File: src/pkg/temp_alarm_pkg.sv
package temp_alarm_pkg;
   // data and field widths
   localparam int TW  = 11;
   localparam int LW  = 8;
   localparam int IDW = 6;
   localparam int CW  = 3;
   localparam int AW  = 8;

   // register byte offsets, one word each
   localparam logic [7:0] OFS_CFG    = 8'h00;
   localparam logic [7:0] OFS_CONSEC = 8'h04;
   localparam logic [7:0] OFS_HYST   = 8'h08;
   localparam logic [7:0] OFS_CHMASK = 8'h0C;
   localparam logic [7:0] OFS_STATUS = 8'h10;
   localparam logic [7:0] OFS_IDEAL  = 8'h14;
   localparam logic [7:0] OFS_HIGH   = 8'h20;
   localparam logic [7:0] OFS_LOW    = 8'h30;
   localparam logic [7:0] OFS_CRIT   = 8'h40;
   localparam logic [7:0] OFS_TEMP   = 8'h50;
   localparam int         CH_STRIDE  = 4;

   // configuration fields
   localparam int CFG_RUN  = 0;
   localparam int CFG_COMP = 1;
   localparam int CFG_MASK = 2;
   localparam int CFG_FILT = 3;
   localparam int CFG_BETA = 5;

   // consecutive count fields
   localparam int CON_ALERT = 0;
   localparam int CON_CRIT  = 3;

   // status word fields, four bits each
   localparam int STAT_HI   = 0;
   localparam int STAT_LO   = 4;
   localparam int STAT_FLT  = 8;
   localparam int STAT_CRIT = 12;

   localparam int IDEAL_STRIDE = 8;

   // reset values
   localparam logic [7:0]     CFG_RST    = 8'h01;
   localparam logic [7:0]     CONSEC_RST = 8'h00;
   localparam logic [7:0]     HYST_RST   = 8'h0A;
   localparam logic [7:0]     HIGH_RST   = 8'h55;
   localparam logic [7:0]     LOW_RST    = 8'h00;
   localparam logic [7:0]     CRIT_RST   = 8'h64;
   localparam logic [IDW-1:0] IDEAL_RST  = 6'h12;

   typedef enum logic [1:0] {
      FILT_OFF = 2'h0,
      FILT_L1  = 2'h1,
      FILT_L2  = 2'h2
   } filt_e;
endpackage : temp_alarm_pkg

File: src/design/temp_filter.sv
`timescale 1ns/1ps
module temp_filter #(
   parameter int W = 11
) (
   input  wire logic                  clk_i,
   input  wire logic                  rst_i,
   input  wire logic                  load_i,
   input  wire temp_alarm_pkg::filt_e level_i,
   input  wire logic [W-1:0]          din_i,
   output logic      [W-1:0]          dout_o
);
   logic signed [W+1:0] diff;
   logic signed [W+1:0] step;

   always_comb begin
      diff = $signed({2'h0, din_i}) - $signed({2'h0, dout_o});
      case (level_i)
         temp_alarm_pkg::FILT_L1: step = diff >>> 1;
         temp_alarm_pkg::FILT_L2: step = diff >>> 2;
         default:                 step = diff;
      endcase
   end

   // first-order smoothing; unknown level codes pass data straight
   always_ff @(posedge clk_i) begin
      if (rst_i) begin
         dout_o <= '0;
      end else if (load_i) begin
         dout_o <= W'($signed({2'h0, dout_o}) + step);
      end
   end
endmodule : temp_filter

File: src/design/temp_limit_alarm.sv
// Our own choices: the placing of the registers and the Wishbone slave port.
`timescale 1ns/1ps
// Behaviour
// - critical output independent, never masked
// - critical asserts after consecutive over-limit readings
// - critical holds until all below limit-hysteresis
// - critical status follows output, self clearing
// - open-drain active-low alert, mode selectable
// - interrupt mode: high, low, fault alert
// - interrupt alert holds until status cleared
// - global mask deasserts interrupt alert, status updates
// - comparator alert with hysteresis release
// - comparator high status self clearing
// - comparator ignores global mask, honours channel masks
// - beta compensation on first external only
// - six-bit ideality setting per external channel
// - fault check each external channel, each conversion
// - fault zeroes data, skips low check
// - shorted diode reads zero, trips low
// - cathode ground short raises nothing
// - separate consecutive counters for both outputs
// - first external channel digital filter
// - standby updates nothing, checks nothing
module temp_limit_alarm #(
   parameter int NCH = 4
) (
   input  wire logic                    clk_i,
   input  wire logic                    rst_i,
   input  wire logic [7:0]              wb_adr_i,
   input  wire logic [31:0]             wb_dat_i,
   input  wire logic                    wb_we_i,
   input  wire logic [3:0]              wb_sel_i,
   input  wire logic                    wb_cyc_i,
   input  wire logic                    wb_stb_i,
   output logic      [31:0]             wb_dat_o,
   output logic                         wb_ack_o,
   input  wire logic                    conv_done_i,
   input  wire logic [NCH*11-1:0]       raw_temp_i,
   input  wire logic [NCH-1:0]          diode_fault_i,
   output logic                         alert_o,
   output logic                         alert_oe_o,
   output logic                         therm_n_o,
   output logic                         beta_comp_en_o,
   output logic      [(NCH-1)*6-1:0]    ideality_o
);
   localparam int TW  = temp_alarm_pkg::TW;
   localparam int LW  = temp_alarm_pkg::LW;
   localparam int CW  = temp_alarm_pkg::CW;
   localparam int IDW = temp_alarm_pkg::IDW;
   logic [7:0]      cfg;
   logic [7:0]      consec;
   logic [7:0]      hyst;
   logic [NCH-1:0]  chmask;
   logic [LW-1:0]   hi_lim [NCH];
   logic [LW-1:0]   lo_lim [NCH];
   logic [LW-1:0]   cr_lim [NCH];
   logic [TW-1:0]   raw_q  [NCH];
   logic [TW-1:0]   temp   [NCH];
   logic [CW-1:0]   acnt   [NCH];
   logic [CW-1:0]   ccnt   [NCH];
   logic [NCH-1:0]  flt_q;
   logic            eval;
   logic [NCH-1:0]  st_hi;
   logic [NCH-1:0]  st_lo;
   logic [NCH-1:0]  st_flt;
   logic [NCH-1:0]  cmp_st;
   logic [NCH-1:0]  crit_st;
   logic [TW-1:0]   filt_y;
   logic [TW-1:0]   data     [NCH];
   logic [CW-1:0]   next_acnt[NCH];
   logic [CW-1:0]   next_ccnt[NCH];
   logic [NCH-1:0]  v_hi;
   logic [NCH-1:0]  v_lo;
   logic [NCH-1:0]  viol_a;
   logic [NCH-1:0]  viol_c;
   logic [NCH-1:0]  hit_a;
   logic [NCH-1:0]  hit_c;
   logic [NCH-1:0]  act_a;
   logic [NCH-1:0]  below_h;
   logic [NCH-1:0]  below_c;
   logic [CW-1:0]   lim_a;
   logic [CW-1:0]   lim_c;
   logic            comp;
   logic            conv_take;
   logic            req;
   logic            wr_fire;
   logic [31:0]     clr_w;
   logic [31:0]     stat_word;
   logic [31:0]     rd_val;
   function automatic logic [31:0] lane_mask(input logic [3:0] sel);
      logic [31:0] m;
      m = '0;
      for (int i = 0; i < 4; i++) begin
         m[i*8 +: 8] = {8{sel[i]}};
      end
      return m;
   endfunction : lane_mask
   function automatic logic [7:0] merge8(input logic [7:0] old, input logic [31:0] d, input logic [3:0] sel);
      return sel[0] ? d[7:0] : old;
   endfunction : merge8
   function automatic logic [7:0] ch_adr(input logic [7:0] base, input int c);
      return 8'(int'(base) + c * temp_alarm_pkg::CH_STRIDE);
   endfunction : ch_adr
   // zero in the count field still means a single reading
   function automatic logic [CW-1:0] cnt_lim(input logic [CW-1:0] f);
      return (f == '0) ? CW'(1) : f;
   endfunction : cnt_lim
   function automatic logic [CW-1:0] sat_inc(input logic [CW-1:0] n, input logic [CW-1:0] lim);
      return (n >= lim) ? lim : CW'(n + CW'(1));
   endfunction : sat_inc
   // limit minus hysteresis, floored so a small limit cannot wrap
   function automatic logic [LW-1:0] floor_sub(input logic [LW-1:0] a, input logic [LW-1:0] b);
      return (a > b) ? LW'(a - b) : '0;
   endfunction : floor_sub
   assign comp      = cfg[temp_alarm_pkg::CFG_COMP];
   assign req       = wb_cyc_i & wb_stb_i;
   assign wr_fire   = req & wb_we_i & wb_ack_o;
   assign clr_w     = (wr_fire && wb_adr_i == temp_alarm_pkg::OFS_STATUS) ? (wb_dat_i & lane_mask(wb_sel_i)) : '0;
   assign lim_a     = cnt_lim(consec[temp_alarm_pkg::CON_ALERT +: CW]);
   assign lim_c     = cnt_lim(consec[temp_alarm_pkg::CON_CRIT +: CW]);
   assign conv_take = conv_done_i & cfg[temp_alarm_pkg::CFG_RUN];
   // bus handshake: ack one cycle after request, dropped the cycle after
   always_ff @(posedge clk_i) begin
      if (rst_i) begin
         wb_ack_o <= 1'b0;
         wb_dat_o <= '0;
      end else begin
         wb_ack_o <= req & ~wb_ack_o;
         if (req && !wb_ack_o) begin
            wb_dat_o <= rd_val;
         end
      end
   end

   always_comb begin
      stat_word = '0;
      stat_word[temp_alarm_pkg::STAT_HI +: NCH]   = comp ? cmp_st : st_hi;
      stat_word[temp_alarm_pkg::STAT_LO +: NCH]   = st_lo;
      stat_word[temp_alarm_pkg::STAT_FLT +: NCH]  = st_flt;
      stat_word[temp_alarm_pkg::STAT_CRIT +: NCH] = crit_st;
      rd_val = '0;
      case (wb_adr_i)
         temp_alarm_pkg::OFS_CFG:    rd_val[7:0] = cfg;
         temp_alarm_pkg::OFS_CONSEC: rd_val[7:0] = consec;
         temp_alarm_pkg::OFS_HYST:   rd_val[7:0] = hyst;
         temp_alarm_pkg::OFS_CHMASK: rd_val[NCH-1:0] = chmask;
         temp_alarm_pkg::OFS_STATUS: rd_val = stat_word;
         default: rd_val = '0;
      endcase
      for (int c = 0; c < NCH; c++) begin
         if (c > 0 && wb_adr_i == temp_alarm_pkg::OFS_IDEAL) begin
            rd_val[(c-1)*temp_alarm_pkg::IDEAL_STRIDE +: IDW] = ideality_o[(c-1)*IDW +: IDW];
         end
         if (wb_adr_i == ch_adr(temp_alarm_pkg::OFS_HIGH, c)) rd_val[LW-1:0] = hi_lim[c];
         if (wb_adr_i == ch_adr(temp_alarm_pkg::OFS_LOW, c))  rd_val[LW-1:0] = lo_lim[c];
         if (wb_adr_i == ch_adr(temp_alarm_pkg::OFS_CRIT, c)) rd_val[LW-1:0] = cr_lim[c];
         if (wb_adr_i == ch_adr(temp_alarm_pkg::OFS_TEMP, c)) rd_val[TW-1:0] = temp[c];
      end
   end

   always_ff @(posedge clk_i) begin
      if (rst_i) begin
         cfg    <= temp_alarm_pkg::CFG_RST;
         consec <= temp_alarm_pkg::CONSEC_RST;
         hyst   <= temp_alarm_pkg::HYST_RST;
         chmask <= '0;
      end else if (wr_fire) begin
         case (wb_adr_i)
            temp_alarm_pkg::OFS_CFG:    cfg    <= merge8(cfg, wb_dat_i, wb_sel_i);
            temp_alarm_pkg::OFS_CONSEC: consec <= merge8(consec, wb_dat_i, wb_sel_i);
            temp_alarm_pkg::OFS_HYST:   hyst   <= merge8(hyst, wb_dat_i, wb_sel_i);
            temp_alarm_pkg::OFS_CHMASK: chmask <= NCH'(merge8(8'(chmask), wb_dat_i, wb_sel_i));
            default: ;
         endcase
      end
   end

   always_ff @(posedge clk_i) begin
      if (rst_i) begin
         for (int c = 0; c < NCH; c++) begin
            hi_lim[c] <= temp_alarm_pkg::HIGH_RST;
            lo_lim[c] <= temp_alarm_pkg::LOW_RST;
            cr_lim[c] <= temp_alarm_pkg::CRIT_RST;
         end
      end else if (wr_fire) begin
         for (int c = 0; c < NCH; c++) begin
            if (wb_adr_i == ch_adr(temp_alarm_pkg::OFS_HIGH, c)) hi_lim[c] <= merge8(hi_lim[c], wb_dat_i, wb_sel_i);
            if (wb_adr_i == ch_adr(temp_alarm_pkg::OFS_LOW, c))  lo_lim[c] <= merge8(lo_lim[c], wb_dat_i, wb_sel_i);
            if (wb_adr_i == ch_adr(temp_alarm_pkg::OFS_CRIT, c)) cr_lim[c] <= merge8(cr_lim[c], wb_dat_i, wb_sel_i);
         end
      end
   end

   always_ff @(posedge clk_i) begin
      if (rst_i) begin
         ideality_o <= {(NCH-1){temp_alarm_pkg::IDEAL_RST}};
      end else if (wr_fire && wb_adr_i == temp_alarm_pkg::OFS_IDEAL) begin
         for (int c = 0; c < NCH-1; c++) begin
            if (wb_sel_i[c]) ideality_o[c*IDW +: IDW] <= wb_dat_i[c*temp_alarm_pkg::IDEAL_STRIDE +: IDW];
         end
      end
   end

   // beta enable reaches the first external front end only
   always_ff @(posedge clk_i) begin
      if (rst_i) begin
         beta_comp_en_o <= 1'b0;
      end else begin
         beta_comp_en_o <= cfg[temp_alarm_pkg::CFG_BETA];
      end
   end

   temp_filter #(.W(TW)) i_temp_filter (
      .clk_i   (clk_i),
      .rst_i   (rst_i),
      .load_i  (conv_take),
      .level_i (temp_alarm_pkg::filt_e'(cfg[temp_alarm_pkg::CFG_FILT +: 2])),
      .din_i   (raw_temp_i[TW +: TW]),
      .dout_o  (filt_y)
   );

   // a cathode ground short raises no fault flag, so nothing trips
   always_ff @(posedge clk_i) begin
      if (rst_i) begin
         eval  <= 1'b0;
         flt_q <= '0;
         for (int c = 0; c < NCH; c++) raw_q[c] <= '0;
      end else begin
         eval <= conv_take;
         if (conv_take) begin
            flt_q <= diode_fault_i & {{(NCH-1){1'b1}}, 1'b0};
            for (int c = 0; c < NCH; c++) raw_q[c] <= raw_temp_i[c*TW +: TW];
         end
      end
   end

   always_comb begin
      for (int c = 0; c < NCH; c++) begin
         data[c] = (c == 1) ? filt_y : raw_q[c];
         // fault data reads zero, low check skipped
         if (flt_q[c]) data[c] = '0;
         v_hi[c] = !flt_q[c] && (comp ? (data[c][TW-1 -: LW] > hi_lim[c]) : (data[c][TW-1 -: LW] >= hi_lim[c]));
         // a shorted diode's zero reading falls under the low limit
         v_lo[c]      = !flt_q[c] && (data[c][TW-1 -: LW] < lo_lim[c]);
         // interrupt mode looks at high, low and fault
         viol_a[c]    = comp ? v_hi[c] : (v_hi[c] | v_lo[c] | flt_q[c]);
         viol_c[c]    = !flt_q[c] && (data[c][TW-1 -: LW] > cr_lim[c]);
         next_acnt[c] = viol_a[c] ? sat_inc(acnt[c], lim_a) : '0;
         next_ccnt[c] = viol_c[c] ? sat_inc(ccnt[c], lim_c) : '0;
         hit_a[c]     = viol_a[c] && next_acnt[c] == lim_a;
         hit_c[c]     = viol_c[c] && next_ccnt[c] == lim_c;
         act_a[c]     = !comp && acnt[c] == lim_a;
         below_h[c]   = data[c][TW-1 -: LW] < floor_sub(hi_lim[c], hyst);
         below_c[c]   = data[c][TW-1 -: LW] < floor_sub(cr_lim[c], hyst);
      end
   end

   always_ff @(posedge clk_i) begin
      if (rst_i) begin
         for (int c = 0; c < NCH; c++) begin
            acnt[c] <= '0;
            ccnt[c] <= '0;
            temp[c] <= '0;
         end
      end else if (eval) begin
         for (int c = 0; c < NCH; c++) begin
            acnt[c] <= next_acnt[c];
            ccnt[c] <= next_ccnt[c];
            temp[c] <= data[c];
         end
      end
   end

   // sticky status, hardware set wins over a clear
   always_ff @(posedge clk_i) begin
      if (rst_i) begin
         st_hi  <= '0;
         st_lo  <= '0;
         st_flt <= '0;
      end else begin
         st_hi  <= (st_hi & ~clr_w[temp_alarm_pkg::STAT_HI +: NCH]) | ((eval && !comp) ? (hit_a & v_hi) : '0);
         st_lo  <= (st_lo & ~clr_w[temp_alarm_pkg::STAT_LO +: NCH]) | ((eval && !comp) ? (hit_a & v_lo) : '0);
         st_flt <= (st_flt & ~clr_w[temp_alarm_pkg::STAT_FLT +: NCH]) | ((eval && !comp) ? (hit_a & flt_q) : '0);
      end
   end

   // comparator latch, released when all below high-hyst
   // its status bits drop with the output
   always_ff @(posedge clk_i) begin
      if (rst_i || !comp) begin
         cmp_st <= '0;
      end else if (eval) begin
         cmp_st <= (&below_h) ? '0 : (cmp_st | hit_a);
      end
   end

   // released only when every channel is below crit-hyst
   always_ff @(posedge clk_i) begin
      if (rst_i) begin
         crit_st <= '0;
      end else if (eval) begin
         crit_st <= (&below_c) ? '0 : (crit_st | hit_c);
      end
   end
   // open-drain: pin is pulled low while enable is high
   always_ff @(posedge clk_i) begin
      if (rst_i) begin
         alert_o    <= 1'b0;
         alert_oe_o <= 1'b0;
      end else begin
         alert_o <= 1'b0;
         // global mask forces release in interrupt mode
         alert_oe_o <= comp ? |(cmp_st & ~chmask)
                            : (!cfg[temp_alarm_pkg::CFG_MASK] && |((st_hi | st_lo | st_flt | act_a) & ~chmask));
      end
   end

   // no mask reaches the critical output
   always_ff @(posedge clk_i) begin
      if (rst_i) begin
         therm_n_o <= 1'b1;
      end else begin
         therm_n_o <= ~|crit_st;
      end
   end
endmodule : temp_limit_alarm

File: config.mk
export PLATFORM = sky130hd
export DESIGN_NAME = temp_limit_alarm
export DESIGN_NICKNAME = d
export VERILOG_FILES = /design/src/pkg/temp_alarm_pkg.sv /design/src/design/temp_filter.sv /design/src/design/temp_limit_alarm.sv
export SDC_FILE = /design/constraint.sdc
export NUM_CORES = 1
export LEC_CHECK = 0
export ABC_AREA = 0
export BUFFER_PORTS_ARGS = -buffer_cell sky130_fd_sc_hd__buf_2
export CAP_MARGIN = 10
export CORE_ASPECT_RATIO = 0.7
export CORE_MARGIN = 3
export CORE_UTILIZATION = 50
export DETAILED_ROUTE_END_ITERATION = 7
export PLACE_DENSITY = 0.68
export SLEW_MARGIN = 20
export SYNTH_ARGS = -nofsm -noshare
export SYNTH_HDL_FRONTEND = slang
export SYNTH_SLANG_ARGS = --single-unit
File: constraint.sdc
create_clock -name clk_i -period 4.4 [get_ports clk_i]
set_input_delay 0.66 -clock clk_i [delete_from_list [all_inputs] [get_ports clk_i]]
set_output_delay 0.66 -clock clk_i [all_outputs]
set_load 0.03 [all_outputs]
==> results.cfg, run 1 <==
[power_and_ir_drop]
p_per_area_mw_per_mm2 = 341
power.total_mw = 8.66
leakage_nw = 11.2
worst_ir_drop_vdd_v = 0.000399

[placed_design]
dp_hpwl_mm = 63.7
gp_congestion = 1.02
pre_cts_ws_ns = -0.0667
io_buffers = 127
placed_cells = 3200

[grt]
grt_usage = 0.353
antenna_found_initial = 1
grt_pass1_vias = 19600
gr-total-overflow = 0
grt_max_degree = 45
grt_pass1_wl_mm = 123

[synth]
synth_xor_area_frac = 0.0323
synth_ff_type = edfxtp_1
ys_ff_latch = 304
syn_inst = 2421
synth_compound_area_frac = 0.176
ys_async_sr_fraction = 0
synth_warnings = 0
synth_fa_ha_area_frac = 0.161
synth_edf_count = 197
synth-simple-area-share = 0.197
muxShareOfSynthArea = 0.0132
synth_cell_types = 84
synth_area_mm2 = 0.0220
syn_area_per_cell_um2 = 9.07
seq_area_frac_synth = 0.367
synth_top_family_by_area = simple AND/OR/NAND/NOR gates

[floorplanning]
rows = 63
die_width_um = 256
io_pins = 153
fp.dieArea_mm2 = 0.0465
core_mm2 = 0.0429
die_h_um = 181
initial_core_util = 0.512

[clock_tree]
cts.sinks = 304
cts_tree = yes
clk_latency_ns = 0.61
root_buffer = clkbuf_16
postCtsHoldBufs = 0
clkTransAtPathRegs_ns = 0.07
h-tree-depth = 1
clock_path_buffers = 3
numCtsBuffers = 31

[worst_hold_path]
min_path_cells = 2
min_path_type = input port to flop

[outcome]
outcome = finished, final reports clean

[worst_setup_path]
cp_max_fo = 4
r2r_cells = 21
cp-end-kind = flop
crit_type = flop to flop
required_ns = 4.90
worst_setup_path_start_kind = flop
arrival_ns = 4.76

[timing]
tns_ns = 0
setup_viol = 0
final.period_utilization = 0.968
setup_slack_ns = 0.143
hold_viol = 0
maxSlewHeadroom = 0.345
finalClockSkew_ns = 0.0218
period_minus_slack_ns = 4.26
fmax_mhz = 235
worst_slew_pin_slew_ns = 0.981
drv_slew = 0

[final_layout]
nNetsFinal = 3027
final_cells = 3264
finish.utilization = 0.593
drive_above_1_share = 0.157
syn_to_final_growth_pct = 15.8

[drt]
via_per_inst = 6.31
drt_iter0_drc = 2693
routed-wl-met3_mm = 11.2
routed-wl-met2_mm = 35.0
wl_mm = 84.4
routed-via-count = 20600
post_drt_wl_per_cell_um = 25.9
firstDrtPassIters = 6
highest_layer = met5
ant_nets = 0
drc_errors = 0
wl_met1_mm = 35.0

[flow_run]
maxCapViolations = 0
area by class of cell:
| cell class | count | area (µm²) |
|---|---|---|
| multi-input cells | 1843 | 12900 |
| clock buffers | 41 | 876 |
| flip-flops and latches | 304 | 8060 |
| clock inverters | 17 | 163 |
| diodes | 2 | 5.00 |
| inverters | 172 | 646 |
| repair buffers | 300 | 2040 |
| fillers | 3820 | 17500 |
| well taps | 585 | 732 |
where the power goes:
part	total (mW)	switching, mW	leakage [nW]	internal (mW)
Clock	2.77	1.24	0.512	1.53
Combinational	2.57	1.54	7.87	1.03
Sequential	3.32	0.140	2.87	3.18
Total	8.66	2.92	11.2	5.74
state kept, by name, summed over array words and instances (netlist names), 11 cells and up:
signal / cells
temp: 44
ccnt: 12
acnt: 12
lo_lim: 32
i_temp_filter.dout_o: 11
raw_q: 33
hi_lim: 32
ideality_o: 18
wb_dat_o: 22
cr_lim: 32
cell usage in the layout, fill, tap and decap left out, types with 8 or more instances in the layout:
| cell type | n |
|---|---|
| ha_1 | 265 |
| nand2_1 | 227 |
| edfxtp_1 | 197 |
| nor2_1 | 175 |
| a21oi_1 | 167 |
| inv_1 | 166 |
| buf_4 | 165 |
| buf_2 | 126 |
| dfxtp_1 | 105 |
| o21ai_0 | 94 |
| and3_1 | 89 |
| nand3_1 | 64 |
| a21o_1 | 60 |
| and2_1 | 57 |
| xnor2_1 | 52 |
| nor2b_1 | 42 |
| nor3_1 | 40 |
| a22oi_1 | 35 |
| or3_1 | 35 |
| clkbuf_16 | 33 |
| nand4_1 | 32 |
| nand2b_1 | 32 |
| a211oi_1 | 31 |
| xor2_1 | 29 |
| mux2i_1 | 21 |
| o21a_1 | 18 |
| nand3b_1 | 17 |
| o22ai_1 | 17 |
| a221oi_1 | 16 |
| o211ai_1 | 16 |
| o21ai_1 | 12 |
| conb_1 | 11 |
| a21boi_0 | 10 |
| o2111ai_1 | 10 |
| a31oi_1 | 10 |
| o21bai_1 | 9 |
| fa_1 | 9 |
| a21oi_2 | 8 |
| buf_12 | 8 |
worst paths after layout:
kind	from	end	slack [ns]
worst max-delay path	hyst[0]$_SDFFE_PP0P_	cmp_st[2]$_SDFFE_PP0P_	0.14
worst min-delay path	wb_dat_i[8]	st_flt[0]$_SDFF_PP0_	0.24
worst max register to register	hyst[0]$_SDFFE_PP0P_	cmp_st[2]$_SDFFE_PP0P_	0.14
worst min register to register	wb_dat_o[16]$_SDFFE_PP0P_	wb_dat_o[16]$_SDFFE_PP0P_	0.46
worst max-delay path: stages (launching register included):
cell and delay [ns]:
dfxtp_2 0.34, buf_12 0.13, buf_4 0.15, ha_2 0.19, inv_2 0.06, fa_2 0.21
a21o_1 0.13, a21oi_2 0.06, o21bai_1 0.17, a21oi_2 0.09, o21bai_2 0.16, a21oi_2 0.10
or4_4 0.42, ha_2 0.19, or4_1 0.52, nor2_2 0.15, a211o_1 0.14, a31oi_1 0.07
o31a_1 0.35, a211oi_2 0.26, buf_4 0.20, nor2_1 0.06
cell usage after synthesis (12+ instances only):
library cell / instances / area share
ha_1: 267 / 0.15
nand2_1: 230 / 0.039
edfxtp_1: 197 / 0.27
nor2_1: 178 / 0.030
a21oi_1: 175 / 0.040
inv_1: 169 / 0.029
dfxtp_1: 107 / 0.098
o21ai_0: 107 / 0.024
and3_1: 89 / 0.025
clkbuf_1: 71 / 0.012
nand3_1: 65 / 0.015
a21o_1: 60 / 0.021
and2_1: 57 / 0.016
xnor2_1: 52 / 0.021
nor2b_1: 42 / 0.012
nor3_1: 41 / 0.0093
a22oi_1: 35 / 0.012
or3_1: 35 / 0.010
a211oi_1: 33 / 0.011
nand2b_1: 33 / 0.0094
nand4_1: 32 / 0.0091
xor2_1: 29 / 0.012
mux2i_1: 21 / 0.0096
o21a_1: 18 / 0.0062
nand3b_1: 17 / 0.0058
o22ai_1: 17 / 0.0048
a221oi_1: 16 / 0.0064
buf_2: 16 / 0.0036
o211ai_1: 16 / 0.0055
buf_4: 14 / 0.0048
a21boi_0: 12 / 0.0041
stage by stage:
| stage | hold slack [ns] | instance area, µm² |
|---|---|---|
| after floorplan | 0.426 | 22000 |
| after global placement | 0.437 | 24200 |
| after detailed placement | 0.450 | 24200 |
| after CTS | 0.226 | 25300 |
| after global routing | 0.248 | 25400 |
| final | 0.239 | 25400 |
timing repair:
action | 4_1_cts | 5_1_grt
endpoints found under the setup margin | 4 | 9
resized for setup | 1 | 46
buffers inserted | 1 | 3
pin swaps | 2 | 13
endpoints found under the hold margin | 0 | 0
metal layers:
metal  vias to the layer above  GRT usage
li1                       9270          -
met1                      9873      0.503
met2                      1244      0.515
met3                       200     0.0960
met4                         2      0.119
met5                         -          0
logic make-up (layout without fill, tap and decap cells):
kind of cell / count (synthesis) / in the layout
and+or+nand+nor: 855 / 855
xor gates and xnor gates: 81 / 81
adders and majority gates: 277 / 277
muxes: 28 / 28
DFF: 304 / 304
buffers and inverters: 284 / 530
other: 1 / 13
AOI/OAI and AO/OA: 591 / 591
(Power assumes the default switching activity.)
==> run 2, diff against run 1 <==
--- a/config.mk
+++ b/config.mk
@@ -5,10 +5,9 @@
 export SDC_FILE = /design/constraint.sdc
 export NUM_CORES = 1
 export LEC_CHECK = 0
-export ABC_AREA = 0
+export ABC_AREA = 1
 export BUFFER_PORTS_ARGS = -buffer_cell sky130_fd_sc_hd__buf_2
 export CAP_MARGIN = 10
-export CORE_ASPECT_RATIO = 0.7
 export CORE_MARGIN = 3
 export CORE_UTILIZATION = 50
 export DETAILED_ROUTE_END_ITERATION = 7
==> results.cfg, run 2 <==
[outcome]
outcome = finished, final reports clean

[synth]
synth_cell_types = 71
ys_ff_latch = 304
synthTopCellsByArea = edfxtp_1 (27%), ha_1 (15%), dfxtp_1 (9.8%)
ys_async_sr_fraction = 0
synth.largest_area_cell = edfxtp_1
synthTopCellsByCount = nand2_1 (558), inv_1 (396), nor2_1 (364)
synth_edf_count = 197
synth_warnings = 0
synth_area_mm2 = 0.0218
syn_area_per_cell_um2 = 7.81
syn_inst = 2798
yosysMostFrequentCell = nand2_1
yosysTopAreaCellShare = 0.271
seq_area_frac_synth = 0.369
synth_ff_type = edfxtp_1

[power_and_ir_drop]
worst_ir_drop_vdd_v = 0.000349
pwr-share-seq = 0.389
netSwitchingPower_mw = 2.54
power.internal_mw = 5.85
power_frac_comb = 0.221
p_per_area_mw_per_mm2 = 338
switching_share = 0.303
leakage_nw = 11.5
clkPwrFrac = 0.390

[floorplanning]
die_h_um = 215
initial_core_util = 0.514
rows = 75
core_mm2 = 0.0425
die_width_um = 215
io_pins = 153
fp.dieArea_mm2 = 0.0462

[timing]
setup_viol = 0
finalClockSkew_ns = 0.0208
fmax_mhz = 237
maxSlewHeadroom = 0.295
worst_slew_pin_slew_ns = 1.06
final.period_utilization = 0.959
hold_viol = 0
tns_ns = 0
period_minus_slack_ns = 4.22
rsz0062_at_grt = true
drv_slew = 0

[grt]
gr-total-overflow = 0
grt_usage = 0.309
grt_max_degree = 57
grt_pass1_vias = 19300
grt_pass1_wl_mm = 110
antenna_found_initial = 0

[placed_design]
placed_cells = 3501
gp_congestion = 0.975
io_buffers = 127
dp_hpwl_mm = 56.1

[worst_setup_path]
required_ns = 4.84
crit_type = flop to flop
cp-end-kind = flop
arrival_ns = 4.66
worst_setup_path_start_kind = flop
cp_max_fo = 5
critPathSlowestCell = dfxtp_2
cpMostUsedCell = nand2_1
max_stage_delay_ns = 0.35

[clock_tree]
cts.sinks = 304
postCtsHoldBufs = 0
clock_path_buffers = 3
clkTransAtPathRegs_ns = 0.06
clk_latency_ns = 0.56
h-tree-depth = 2
numCtsBuffers = 36
root_buffer = clkbuf_16
cts_tree = yes

[drt]
ant_nets = 0
drc_errors = 0
firstDrtPassIters = 7
routed-via-count = 20300
via_per_inst = 5.67
wl_mm = 73.4
drt_iter0_drc = 2071
post_drt_wl_per_cell_um = 20.5

[final_layout]
nNetsFinal = 3345
syn_to_final_growth_pct = 13.7
final_common_cell = nand2_1
final_cells = 3573
diodes = 0
top_regs = temp (44), raw_q (33)
largest_register_ffs = 44
regMostFlops = temp
final_cell_mix = nand2_1 (554), inv_1 (393), nor2_1 (362)
drive_above_1_share = 0.124

[flow_run]
maxCapViolations = 0

[worst_hold_path]
min_path_type = input port to flop
## run 2: changes by cell type after synthesis, moves of 48 or more
| cell | change |
|---|---|
| nand2_1 | +328 |
| inv_1 | +227 |
| nor2_1 | +186 |
| and3_1 | -86 |
| and2_1 | -56 |
| a21o_1 | -54 |
| xnor2_1 | -48 |
## run 2: what timing repair did
action / 4_1_cts / 5_1_grt
buffers inserted: 0 / 8
endpoints found under the setup margin: 0 / 8
gates resized for setup: 0 / 33
## run 2: area by class of cell
cell class	count	area, µm²
Sequential cell	304	8060
Tap cell	577	722
Clock inverter	19	292
Timing Repair Buffer	191	1160
Clock buffer	45	997
Inverter	434	1640
Multi-Input combinational cell	2003	12000
Fill cell	3912	17700
## run 2: final timing paths
kind                            startpoint                           to  slack (ns)  cells after the start
hold / removal                wb_dat_i[20]  ideality_o[16]$_SDFFE_PP1P_        0.31                      3
setup / recovery      hyst[2]$_SDFFE_PP0P_      crit_st[0]$_SDFFE_PP0P_        0.18                     27
hold reg to reg   wb_dat_o[4]$_SDFFE_PP0P_     wb_dat_o[4]$_SDFFE_PP0P_        0.47                      2
setup reg to reg      hyst[2]$_SDFFE_PP0P_      crit_st[0]$_SDFFE_PP0P_        0.18                     27
## run 2: power groups by stage
stage,Clock [mW],Combinational (mW),Sequential (mW)
2_1_floorplan,0,1.28,3.30
3_3_place_gp,0,1.74,3.32
3_5_place_dp,0,1.81,3.32
4_1_cts,3.31,1.82,3.26
5_1_grt,3.41,2.08,3.28
6_report,3.27,1.85,3.27
## run 2: cells by family (layout without fill, tap and decap cells)
group                      count (synthesis)  after routing  synth area share
AOI/OAI and AO/OA                        493            493             0.129
xor gates and xnor gates                  28             28            0.0116
adders and majority gates                277            277             0.162
buffers and inverters                    501            689            0.0900
DFF                                      304            304             0.369
other                                      1             11          0.000172
and+or+nand+nor                         1194           1194             0.238
## run 2: worst max-delay path, delay by kind of cell, from the launching register on
kind | cells | cell delay, ns
adder cells (fa/ha/maj) | 2 | 0.49
AND/OR/NAND/NOR | 18 | 2.14
flip-flops | 1 | 0.35
buffers and inverters | 4 | 0.59
AO/OA/AOI/OAI | 3 | 0.52
## run 2: stage by stage
step / hold slack (ns) / utilization / power (mW) / cell area [µm²] / setup WS, ns
6_report: 0.308 / 0.584 / 8.39 / 24800 / 0.182
5_1_grt: 0.319 / 0.584 / 8.77 / 24800 / -0.100
4_1_cts: 0.291 / 0.580 / 8.39 / 24600 / 0.0666
3_5_place_dp: 0.456 / 0.549 / 5.13 / 23400 / 0.101
3_3_place_gp: 0.453 / 0.549 / 5.06 / 23400 / 0.213
2_1_floorplan: 0.413 / - / 4.58 / 21900 / 0.755
## run 2: routing by layer
layer	part of all wire	routed length (µm)	global-route usage	up-vias
li1	-	-	-	9666
met3	0.079	5790	0.0468	208
met5	0	0	0	-
met4	0.054	3980	0.144	0
met1	0.41	30300	0.406	9494
met2	0.45	33300	0.503	897
